**src/logic/rate_divider_regs.svh**
```systemverilog
`ifndef RATE_DIVIDER_REGS_SVH
`define RATE_DIVIDER_REGS_SVH
// register byte addresses
`define ADDR_TX_CTRL       12'h000
`define ADDR_RX_CTRL       12'h004
`define ADDR_RATE_CTRL     12'h008
`define ADDR_DIV_HIGH      12'h00C
`define ADDR_DIV_LOW       12'h010
`define ADDR_STATUS        12'h014
// field positions
`define BIT_SYNC_MODE      4
`define BIT_HIGH_SPEED     2
`define BIT_PORT_ENABLE    7
`define BIT_WIDE_DIVIDER   3
// reset values
`define RST_TX_CTRL        8'h00
`define RST_RX_CTRL        8'h00
`define RST_RATE_CTRL      8'h00
`define RST_DIV_BYTE       8'h00
// divider factors, in sample ticks per bit
`define FACTOR_64          7'h40
`define FACTOR_16          7'h10
`define FACTOR_4           7'h04
`endif

```
**src/logic/rate_divider_pkg.sv**
```systemverilog
package rate_divider_pkg;
  // divider mode decoded from the select bits
  typedef enum logic [1:0] {
    mode_div64,
    mode_div16,
    mode_div4
  } rate_mode_t;
endpackage : rate_divider_pkg

```
**src/logic/majority_sampler.sv**
```systemverilog
// three-sample majority vote on the synchronised receive line
module majority_sampler
  import rate_divider_pkg::*;
(
  // clock and reset
  input  wire logic pclk,
  input  wire logic presetn,
  // sampling
  input  wire logic sample_en,
  input  wire logic line_sync,
  output logic      level_q
);
  logic [2:0] samples_q;

  // shift in one sample per enable
  always_ff @(posedge pclk or negedge presetn)
  begin
    if (!presetn)
      samples_q <= 3'h7;
    else if (sample_en)
      samples_q <= {samples_q[1:0], line_sync};
  end

  // majority of the three samples
  always_ff @(posedge pclk or negedge presetn)
  begin
    if (!presetn)
      level_q <= 1'b1;
    else
      level_q <= (samples_q[0] & samples_q[1]) | (samples_q[0] & samples_q[2])
                 | (samples_q[1] & samples_q[2]);
  end
endmodule : majority_sampler

```
**src/logic/serial_baud_rate_generator.sv**
```systemverilog
// Function
// - async 8-bit low speed: osc/(64(n+1))
// - async 16-bit low speed: osc/(16(n+1))
// - sync mode: osc/(4(n+1)) always
// - divisor is high byte over low byte
// - receive level by three-sample majority
// - narrow divider ignores high byte
// - divisor write restarts the counter
// - high speed ignored in sync mode
`include "rate_divider_regs.svh"
module serial_baud_rate_generator
  import rate_divider_pkg::*;
(
  // apb clock and reset
  input  wire logic        pclk,
  input  wire logic        presetn,
  // apb slave
  input  wire logic        psel,
  input  wire logic        penable,
  input  wire logic        pwrite,
  input  wire logic [11:0] paddr,
  input  wire logic [31:0] pwdata,
  output logic      [31:0] prdata,
  output logic             pready,
  output logic             pslverr,
  // serial side
  input  wire logic        receive_data_pin,
  output logic             bit_tick_q,
  output logic             sample_tick_q,
  output logic             receive_level_q
);
  // register copies
  logic [7:0]  tx_ctrl_q;
  logic [7:0]  rx_ctrl_q;
  logic [7:0]  rate_ctrl_q;
  logic [7:0]  divisor_high_byte_q;
  logic [7:0]  divisor_low_byte_q;
  // divider state
  logic [15:0] count_q;
  logic [6:0]  phase_q;
  logic        restart_q;
  // receive path
  logic [1:0]  rx_sync_q;
  logic        level;
  // bus decode and rate selection
  logic        wr_en;
  logic        rd_en;
  logic [15:0] divisor;
  logic [6:0]  factor;
  rate_mode_t  mode;

  // decode one register address as mapped
  function automatic logic mapped(input logic [11:0] a);
    mapped = (a == `ADDR_TX_CTRL) || (a == `ADDR_RX_CTRL) || (a == `ADDR_RATE_CTRL)
             || (a == `ADDR_DIV_HIGH) || (a == `ADDR_DIV_LOW) || (a == `ADDR_STATUS);
  endfunction : mapped

  // registers whose write restarts the divider
  function automatic logic restarting(input logic [11:0] a);
    restarting = (a == `ADDR_DIV_HIGH) || (a == `ADDR_DIV_LOW) || (a == `ADDR_TX_CTRL)
                 || (a == `ADDR_RATE_CTRL);
  endfunction : restarting

  // access strobes: a write lands on the completing edge, with pready high;
  // read data is registered one edge earlier so it stands with pready
  assign wr_en = psel & penable & pwrite & pready;
  assign rd_en = psel & penable & ~pwrite & ~pready;

  // pick divisor and factor from mode bits
  always_comb
  begin
    if (rate_ctrl_q[`BIT_WIDE_DIVIDER])
      divisor = {divisor_high_byte_q, divisor_low_byte_q};
    else
      divisor = {8'h00, divisor_low_byte_q};
    if (tx_ctrl_q[`BIT_SYNC_MODE])
      mode = mode_div4;
    else if (rate_ctrl_q[`BIT_WIDE_DIVIDER])
      mode = tx_ctrl_q[`BIT_HIGH_SPEED] ? mode_div4 : mode_div16;
    else
      mode = tx_ctrl_q[`BIT_HIGH_SPEED] ? mode_div16 : mode_div64;
    case (mode)
      mode_div64: factor = `FACTOR_64;
      mode_div16: factor = `FACTOR_16;
      mode_div4:  factor = `FACTOR_4;
      default:    factor = `FACTOR_64;
    endcase
  end

  // apb handshake, one wait state: pready rises the cycle after
  // the first access edge and falls at the next
  always_ff @(posedge pclk or negedge presetn)
  begin
    if (!presetn)
    begin
      pready  <= 1'b0;
      pslverr <= 1'b0;
    end
    else
    begin
      pready  <= psel & penable & ~pready;
      pslverr <= psel & penable & ~pready & ~mapped(paddr);
    end
  end

  // control register writes
  always_ff @(posedge pclk or negedge presetn)
  begin
    if (!presetn)
    begin
      tx_ctrl_q           <= `RST_TX_CTRL;
      rx_ctrl_q           <= `RST_RX_CTRL;
      rate_ctrl_q         <= `RST_RATE_CTRL;
      divisor_high_byte_q <= `RST_DIV_BYTE;
      divisor_low_byte_q  <= `RST_DIV_BYTE;
    end
    else if (wr_en)
    begin
      case (paddr)
        `ADDR_TX_CTRL:   tx_ctrl_q           <= pwdata[7:0];
        `ADDR_RX_CTRL:   rx_ctrl_q           <= pwdata[7:0];
        `ADDR_RATE_CTRL: rate_ctrl_q         <= pwdata[7:0] & 8'hFB; // bit 2 unused
        `ADDR_DIV_HIGH:  divisor_high_byte_q <= pwdata[7:0];
        `ADDR_DIV_LOW:   divisor_low_byte_q  <= pwdata[7:0];
        default:         ;
      endcase
    end
  end

  // divisor write or mode write requests a restart
  // mode bits change the factor, so their writes restart the count too
  always_ff @(posedge pclk or negedge presetn)
  begin
    if (!presetn)
      restart_q <= 1'b1;
    else
      restart_q <= wr_en && restarting(paddr);
  end

  // read mux, registered so data stands with pready
  // unmapped places read as zero
  always_ff @(posedge pclk or negedge presetn)
  begin
    if (!presetn)
      prdata <= 32'h0000_0000;
    else if (rd_en)
    begin
      case (paddr)
        `ADDR_TX_CTRL:   prdata <= {24'h000000, tx_ctrl_q};
        `ADDR_RX_CTRL:   prdata <= {24'h000000, rx_ctrl_q};
        `ADDR_RATE_CTRL: prdata <= {24'h000000, rate_ctrl_q};
        `ADDR_DIV_HIGH:  prdata <= {24'h000000, divisor_high_byte_q};
        `ADDR_DIV_LOW:   prdata <= {24'h000000, divisor_low_byte_q};
        `ADDR_STATUS:    prdata <= {29'h0000000, receive_level_q, sample_tick_q, bit_tick_q};
        default:         prdata <= 32'h0000_0000;
      endcase
    end
  end

  // prescale by divisor+1, then count factor prescaled ticks per bit
  // port enable low holds the generator idle, like a port reset
  always_ff @(posedge pclk or negedge presetn)
  begin
    if (!presetn)
    begin
      phase_q       <= 7'h00;
      count_q       <= 16'h0000;
      bit_tick_q    <= 1'b0;
      sample_tick_q <= 1'b0;
    end
    else if (restart_q || !rx_ctrl_q[`BIT_PORT_ENABLE])
    begin
      phase_q       <= 7'h00;
      count_q       <= 16'h0000;
      bit_tick_q    <= 1'b0;
      sample_tick_q <= 1'b0;
    end
    else
    begin
      bit_tick_q    <= 1'b0;
      sample_tick_q <= 1'b0;
      if (count_q >= divisor)
      begin
        count_q       <= 16'h0000;
        sample_tick_q <= 1'b1;
        if (phase_q >= factor - 7'h01)
        begin
          phase_q    <= 7'h00;
          bit_tick_q <= 1'b1;
        end
        else
          phase_q <= phase_q + 7'h01;
      end
      else
        count_q <= count_q + 16'h0001;
    end
  end

  // two-flop synchroniser on the receive pin
  always_ff @(posedge pclk or negedge presetn)
  begin
    if (!presetn)
      rx_sync_q <= 2'h3;
    else
      rx_sync_q <= {rx_sync_q[0], receive_data_pin};
  end

  majority_sampler u_vote (
    .pclk      (pclk),
    .presetn   (presetn),
    .sample_en (sample_tick_q),
    .line_sync (rx_sync_q[1]),
    .level_q   (level)
  );

  // registered copy of the vote
  always_ff @(posedge pclk or negedge presetn)
  begin
    if (!presetn)
      receive_level_q <= 1'b1;
    else
      receive_level_q <= level;
  end
endmodule : serial_baud_rate_generator

```
**config.mk**
```make
export PLATFORM = sky130hd
export DESIGN_NAME = serial_baud_rate_generator
export DESIGN_NICKNAME = d
export VERILOG_FILES = /design/src/logic/rate_divider_pkg.sv /design/src/logic/majority_sampler.sv /design/src/logic/serial_baud_rate_generator.sv
export VERILOG_INCLUDE_DIRS = /design/src /design/src/logic
export SDC_FILE = /design/constraint.sdc
export NUM_CORES = 1
export LEC_CHECK = 0
export ABC_AREA = 1
export BUFFER_PORTS_ARGS = -buffer_cell sky130_fd_sc_hd__buf_4
export CAP_MARGIN = 20
export CELL_PAD_IN_SITES_DETAIL_PLACEMENT = 0
export CELL_PAD_IN_SITES_GLOBAL_PLACEMENT = 1
export CORE_AREA = 8 8 118 120
export DETAILED_ROUTE_END_ITERATION = 16
export DIE_AREA = 0 0 126 128
export GPL_ROUTABILITY_DRIVEN = 1
export GPL_TIMING_DRIVEN = 0
export PLACE_DENSITY_LB_ADDON = 0.1
export SLEW_MARGIN = 20
export SYNTH_ARGS = -nofsm -noshare
export SYNTH_HDL_FRONTEND = slang
export SYNTH_SLANG_ARGS = --single-unit
```
**constraint.sdc**
```tcl
create_clock -name pclk -period 2.8 [get_ports pclk]
set_clock_uncertainty 0.2 [all_clocks]
set_input_delay 0.7 -clock pclk [delete_from_list [all_inputs] [get_ports pclk]]
set_output_delay 0.7 -clock pclk [all_outputs]
set_load 0.02 [all_outputs]
```
==> flow_summary.toml, run 1 <==
[detailed_routing]
ant_nets = 0
wl_per_cell_um = 14.4
vias_per_cell = 4.91
drc_errors = 0
dr.first_iter.drc_count = 232
drt-pass1-iter-count = 4
wl_mm = 12.0
via_count = 4072

[sta]
fin_crit_ns = 2.57
max_freq_ghz = 0.389
setup_viol_count_final = 0
max_slew_margin_pct = 48.6
slew_violations = 0
hold_viol = 0
fin_tns_setup_ns = 0
finalCritPeriodShare_pct = 91.9
worst_slew_pin_slew_ns = 0.771
rsz0062_at_grt = "no"
hold_ws_ns = 0.158

[cts]
numCtsBuffers = 9
postCtsSetupBuffers = 0
clock-sinks = 82
clock_path_buffers = 2
cts_tree = "yes"
post_cts_resized = 0
htreeDepth = 3
clk_pin_slew_ns = 0.07
clock_latency_ns = 0.35
postCtsHoldBufs = 0
cts_root_buf = "clkbuf_16"

[final_layout]
multi_input_area_mm2 = 0.00242
syn_to_final_growth_pct = 17.4
drive_gt1_share_pct = 22.1
fin_util_pct = 47.4
antennaDiodeCount = 0
fillers = 1229
regArea_mm2 = 0.00206
fin_nets = 750

[floorplanning]
boundaryPins = 87
dieArea_mm2 = 0.0161
die_w_um = 126
initial_utilization_pct = 40.4
num_rows = 41
coreArea_mm2 = 0.0122
die_h_um = 128

[status]
outcome = "finished clean"

[pwr]
vdd_drop_max_mv = 0.334
clkPwrFrac_pct = 45.3
power.share.combinational_pct = 7.4
switching_share_pct = 25.2
p_sw_uw = 637
p_int_uw = 1900
powerDensity_mw_per_mm2 = 437
p_seq_share_pct = 47.3
p_leak_uw = 0.00293

[worst_setup_path]
required_ns = 2.88
path_max_fanout = 8
worst_setup_path_start_kind = "flop"
crit_path_end_kind = "flop"
cpMaxStageDelayCell = "dfrtp_1"
critPathKind = "flop to flop"
arrival_ns = 2.65
crit_path_frequent_cell = "ha_1"
cp_cell_sequence = "ha_1 -> or2_2 -> ha_1 -> inv_1 -> ha_1 -> nand2_1 -> a21oi_1 -> nor3_1 -> nand2_2 -> nor2_1 -> nand3_1 -> nand2_1"
critical_path.max_stage_delay_ns = 0.43

[grt]
grt_pass1_vias = 4058
track_usage_pct = 15.8
grt_max_degree = 83
grt_pass1_wl_mm = 20.3
antenna_found_initial = 0
overflow = 0

[logic_synthesis]
syn_area_mm2 = 0.00493
synth-seq-cells = 82
synth_enable_flop_cells = 0
synth_ff_type = "dfrtp_1"
synth_top_area_share_pct = 37.5
yosysWarnings = 0
synth.avg_cell_area_um2 = 8.18
yosysSeqAreaShare_pct = 41.8
synth_top_cells_by_area = "dfrtp_1, nand2_1, ha_1"
synth_top_area_cell = "dfrtp_1"
postSynthCellCount = 603
synth_common_cells = "nand2_1, dfrtp_1, inv_1"
yosysMostFrequentCell = "nand2_1"
async_reset_ff_share_pct = 100
ys_types = 37

[placed_design]
hpwl_mm = 9.11
port_buffers = 38
place_congestion = 0.859

[worst_hold_path]
hp-class = "flop to flop"

[run]
maxCapViolCount = 0
## kinds of logic after synthesis
group / count (synthesis) / share of synthesized area, %
adder cells (fa/ha/maj): 25 / 6.34
flip-flops: 82 / 41.8
XOR/XNOR: 12 / 2.13
AND/OR/NAND/NOR: 313 / 30.1
other: 2 / 0.152
multiplexers: 1 / 0.228
AO/OA/AOI/OAI: 64 / 8.19
buffers and inverters: 104 / 11.0
## registers in the layout, indices dropped and copies added (netlist names)
name	cells
bit_tick_q	1
count_q	16
divisor_high_byte_q	8
divisor_low_byte_q	8
phase_q	7
prdata	8
pready	1
pslverr	1
rate_ctrl_q	7
receive_level_q	1
restart_q	1
rx_ctrl_q	8
rx_sync_q	2
sample_tick_q	1
tx_ctrl_q	8
u_vote.level_q	1
u_vote.samples_q	3
## path summary, 6_finish.rpt
kind                                endpoint  cells after the start  slack [ns]          from
min in group asynchronous         count_q[6]                      1        0.21       presetn
worst max-delay path              phase_q[0]                     12        0.23  tx_ctrl_q[2]
worst min register to register  rx_sync_q[1]                      0        0.16  rx_sync_q[0]
max in group asynchronous       rx_ctrl_q[4]                      1        1.67       presetn
worst min-delay path            rx_sync_q[1]                      0        0.16  rx_sync_q[0]
worst max register to register    phase_q[0]                     12        0.23  tx_ctrl_q[2]
## stage by stage
| step | setup slack, ns | std cells | cell area (µm²) | total power [µW] |
|---|---|---|---|---|
| after CTS | 0.165 | 830 | 5780 | 2570 |
| after global routing | 0.0217 | 830 | 5790 | 2640 |
| after detailed placement | 0.190 | 814 | 5490 | 1410 |
| after floorplan | 0.518 | 626 | 5020 | 1330 |
| final | 0.228 | 830 | 5790 | 2530 |
| after global placement | 0.233 | 814 | 5490 | 1410 |
## metal layers
layer	vias up	wire length (µm)	track usage, %
met3	13	482	4.08
met5	-	0	0
li1	2058	-	-
met2	63	5490	24.4
met4	0	237	6.16
met1	1938	5750	20.9
## cell type report
cell class	count	area share, %
multi-input cells	440	41.7
flip-flops and latches	82	35.6
repair buffers	38	4.99
plain buffers	35	4.91
inverters	69	4.47
clock buffers	10	4.13
well taps	150	3.24
clock inverters	6	0.886
## worst max-delay path: cells and delay by family, from the launching register on
kind / cells / cell delay (ns)
AND/OR/NAND/NOR: 7 / 0.99
adder cells (fa/ha/maj): 3 / 0.77
flip-flops: 1 / 0.43
buffers and inverters: 1 / 0.06
AO/OA/AOI/OAI: 1 / 0.06
## cells in the final DEF (no fill, tap or decap), types with 2 or more instances in the layout
master,n
buf_2,2
xnor2_1,2
nor2_2,6
nand2_2,5
nor2_4,6
clkinvlp_4,3
o21bai_1,4
clkinv_4,2
nand2_1,145
nor2_1,60
inv_1,63
o21ai_1,22
dfstp_2,8
conb_1,25
ha_1,25
nand2_4,3
clkbuf_16,9
inv_2,6
a21oi_1,9
xor2_1,10
dfrtp_1,74
nor3_1,6
o21ai_0,9
nand3_4,3
buf_4,62
nand3_1,52
nand4_1,21
o21ai_2,18
buf_6,7
## power by group through the flow
stage | registers [µW] | clock network (µW) | logic, µW
global route | 1200 | 1240 | 208
global placement | 1220 | 0 | 186
CTS | 1200 | 1190 | 188
finish | 1200 | 1150 | 187
detailed placement | 1220 | 0 | 188
floorplan | 1230 | 0 | 97.4
No activity file was read; power rests on OpenSTA's default activity.
==> inputs of run 2 (changes only) <==
--- a/config.mk
+++ b/config.mk
@@ -6,18 +6,18 @@
 export SDC_FILE = /design/constraint.sdc
 export NUM_CORES = 1
 export LEC_CHECK = 0
-export ABC_AREA = 1
 export BUFFER_PORTS_ARGS = -buffer_cell sky130_fd_sc_hd__buf_4
 export CAP_MARGIN = 20
 export CELL_PAD_IN_SITES_DETAIL_PLACEMENT = 0
 export CELL_PAD_IN_SITES_GLOBAL_PLACEMENT = 1
-export CORE_AREA = 8 8 118 120
+export CORE_AREA = 8 8 111 113
 export DETAILED_ROUTE_END_ITERATION = 16
-export DIE_AREA = 0 0 126 128
+export DIE_AREA = 0 0 119 121
 export GPL_ROUTABILITY_DRIVEN = 1
 export GPL_TIMING_DRIVEN = 0
 export PLACE_DENSITY_LB_ADDON = 0.1
 export SLEW_MARGIN = 20
 export SYNTH_ARGS = -nofsm -noshare
 export SYNTH_HDL_FRONTEND = slang
+export SYNTH_HIERARCHICAL = 1
 export SYNTH_SLANG_ARGS = --single-unit
==> flow_summary.toml, run 2 <==
[status]
outcome = "finished clean"

[pwr]
p_leak_uw = 0.00256
power.share.combinational_pct = 10.0
powerDensity_mw_per_mm2 = 444
vdd_drop_max_mv = 0.251
switching_share_pct = 24.3
clkPwrFrac_pct = 37.7
p_sw_uw = 569
p_seq_share_pct = 52.3
p_int_uw = 1770

[detailed_routing]
wl_per_cell_um = 15.6
vias_per_cell = 4.88
drt-pass1-iter-count = 4
dr.first_iter.drc_count = 140
via_count = 3087
wl_mm = 9.86
drc_errors = 0
ant_nets = 0

[sta]
setup_viol_count_final = 0
finalCritPeriodShare_pct = 97.1
slew_violations = 0
rsz0062_at_grt = "no"
worst_slew_pin_slew_ns = 0.754
max_slew_margin_pct = 49.7
fin_crit_ns = 2.72
hold_viol = 0
fin_tns_setup_ns = 0
max_freq_ghz = 0.368

[logic_synthesis]
synth_enable_flop_cells = 0
yosysMostFrequentCell = "dfrtp_1"
synth_top_cells_by_area = "dfrtp_1, ha_1, mux2_2"
synth.avg_cell_area_um2 = 10.7
synth_top_area_cell = "dfrtp_1"
ys_types = 45
synth_top_area_share_pct = 41.7
synth_common_cells = "dfrtp_1, nor2_1, nand2_1"
synth_ff_type = "dfrtp_1"
yosysSeqAreaShare_pct = 46.5
syn_area_mm2 = 0.00444
yosysWarnings = 6
postSynthCellCount = 413
async_reset_ff_share_pct = 100
synth-seq-cells = 82

[worst_setup_path]
startpoint = "paddr[9]"
path_max_fanout = 9
required_ns = 2.85
rr_endpoint = "phase_q[1]"
worstSetupEndpoint = "rate_ctrl_q[5]"
worst_setup_path_start_kind = "input pin"
arrival_ns = 2.77
rrSetupSlack_ns = 0.13
critPathKind = "input pin to flop"
timing.rr.start = "tx_ctrl_q[2]"
crit_path_end_kind = "flop"
reg2regPathDepth = 13

[final_layout]
final_common_cell = "dfrtp_1"
regMostFlops = "count_q"
syn_to_final_growth_pct = 18.6
layout_common_cells = "dfrtp_1, buf_4, nor2_1, nand2_1, mux2_2"
largest_reg_flops = 16
fin_nets = 562
final_cells = 632
antennaDiodeCount = 0
drive_gt1_share_pct = 30.5

[floorplanning]
coreArea_mm2 = 0.0106
boundaryPins = 87
die_h_um = 121
die_w_um = 119
initial_utilization_pct = 41.9
num_rows = 38
dieArea_mm2 = 0.0144

[placed_design]
dp_cells = 613
place_congestion = 0.774
port_buffers = 37
hpwl_mm = 7.28

[cts]
clock-sinks = 82
cts_tree = "yes"
clk_pin_slew_ns = 0.08
numCtsBuffers = 9
clock_latency_ns = 0.37
clock_path_buffers = 2
cts_root_buf = "clkbuf_8"
htreeDepth = 3

[grt]
grt_pass1_vias = 3111
antenna_found_initial = 0
overflow = 0
grt_max_degree = 83
grt_pass1_wl_mm = 16.5
track_usage_pct = 14.6

[worst_hold_path]
min-delay-start = "rx_sync_q[0]"
hp-class = "flop to flop"

[run]
maxCapViolCount = 0
[run 2: cell types whose count changed after synthesis, moves of 11 or more]
cell / before / now
o21ai_1: 22 / 0
nand2_1: 146 / 31
nor2_1: 60 / 49
mux2_2: 1 / 27
o21ai_2: 18 / 0
mux2i_1: 0 / 16
nand4_1: 21 / 6
nand3_1: 52 / 8
inv_1: 63 / 13
[run 2: layout make-up]
class,instances,area (µm²)
clock buffers,14,163
multi-input cells,305,2190
plain buffers,35,262
fillers,1027,5340
flip-flops and latches,82,2060
repair buffers,41,324
clock inverters,2,35.0
well taps,140,175
inverters,13,48.8
[run 2: timing repair]
item,4_1_cts,5_1_grt
hold buffers,0,0
resized for setup,3,10
pin swaps,1,3
buffers inserted,3,1
endpoints found under the hold margin,0,0
setup endpoints to repair,16,26
[run 2: logic make-up after synthesis]
logic type	Yosys count	synth area share, %
xor+xnor	14	2.76
fa+ha+maj	26	7.30
flops	82	46.5
simple gates	135	15.5
other cells	2	0.169
buf+inv	49	6.94
compound gates	54	7.73
mux	51	13.2
[run 2: worst min-delay path by stage]
| stage | depth (start not counted) | to | slack, ns |
|---|---|---|---|
| 2_1_floorplan | 0 | receive_level_q | 0.15 |
| 3_3_place_gp | 0 | receive_level_q | 0.15 |
| 3_5_place_dp | 0 | rx_sync_q[1] | 0.15 |
| 4_1_cts | 0 | rx_sync_q[1] | 0.16 |
| 5_1_grt | 0 | rx_sync_q[1] | 0.16 |
| 6_report | 0 | rx_sync_q[1] | 0.16 |
[run 2: per-layer routing]
layer	share of wire (%)	vias up	global-route usage [%]
met3	5.6	7	5.77
met5	0	-	0
li1	-	1539	-
met1	48	1483	18.8
met4	1.0	0	3.56
met2	45	58	22.4
[run 2: worst max-delay path, cell delays in order]
cell and delay, ns:
buf_4 0.11, or4_4 0.54, nor4_4 0.41, nand2_2 0.25
nor3_4 0.38, mux2_2 0.39
[run 2: metrics by stage]
stage / setup WS (ns) / util, % / total power (µW) / hold WS, ns / cell area, µm²
final: 0.0818 / 49.6 / 2340 / 0.157 / 5260
after global routing: 0.000469 / 49.6 / 2440 / 0.161 / 5260
after CTS: 0.0264 / 49.2 / 2370 / 0.159 / 5210
after detailed placement: -0.380 / 46.9 / 1480 / 0.147 / 4980
after global placement: -0.350 / 46.9 / 1480 / 0.147 / 4980
after floorplan: -0.00887 / - / 1370 / 0.145 / 4520
[run 2: power by group through the flow]
stage / Combinational (µW) / Clock, µW / Sequential [µW]
final: 233 / 880 / 1220
after global routing: 255 / 960 / 1230
after CTS: 234 / 913 / 1220
after detailed placement: 234 / 0 / 1250
after global placement: 233 / 0 / 1240
after floorplan: 96.4 / 0 / 1270
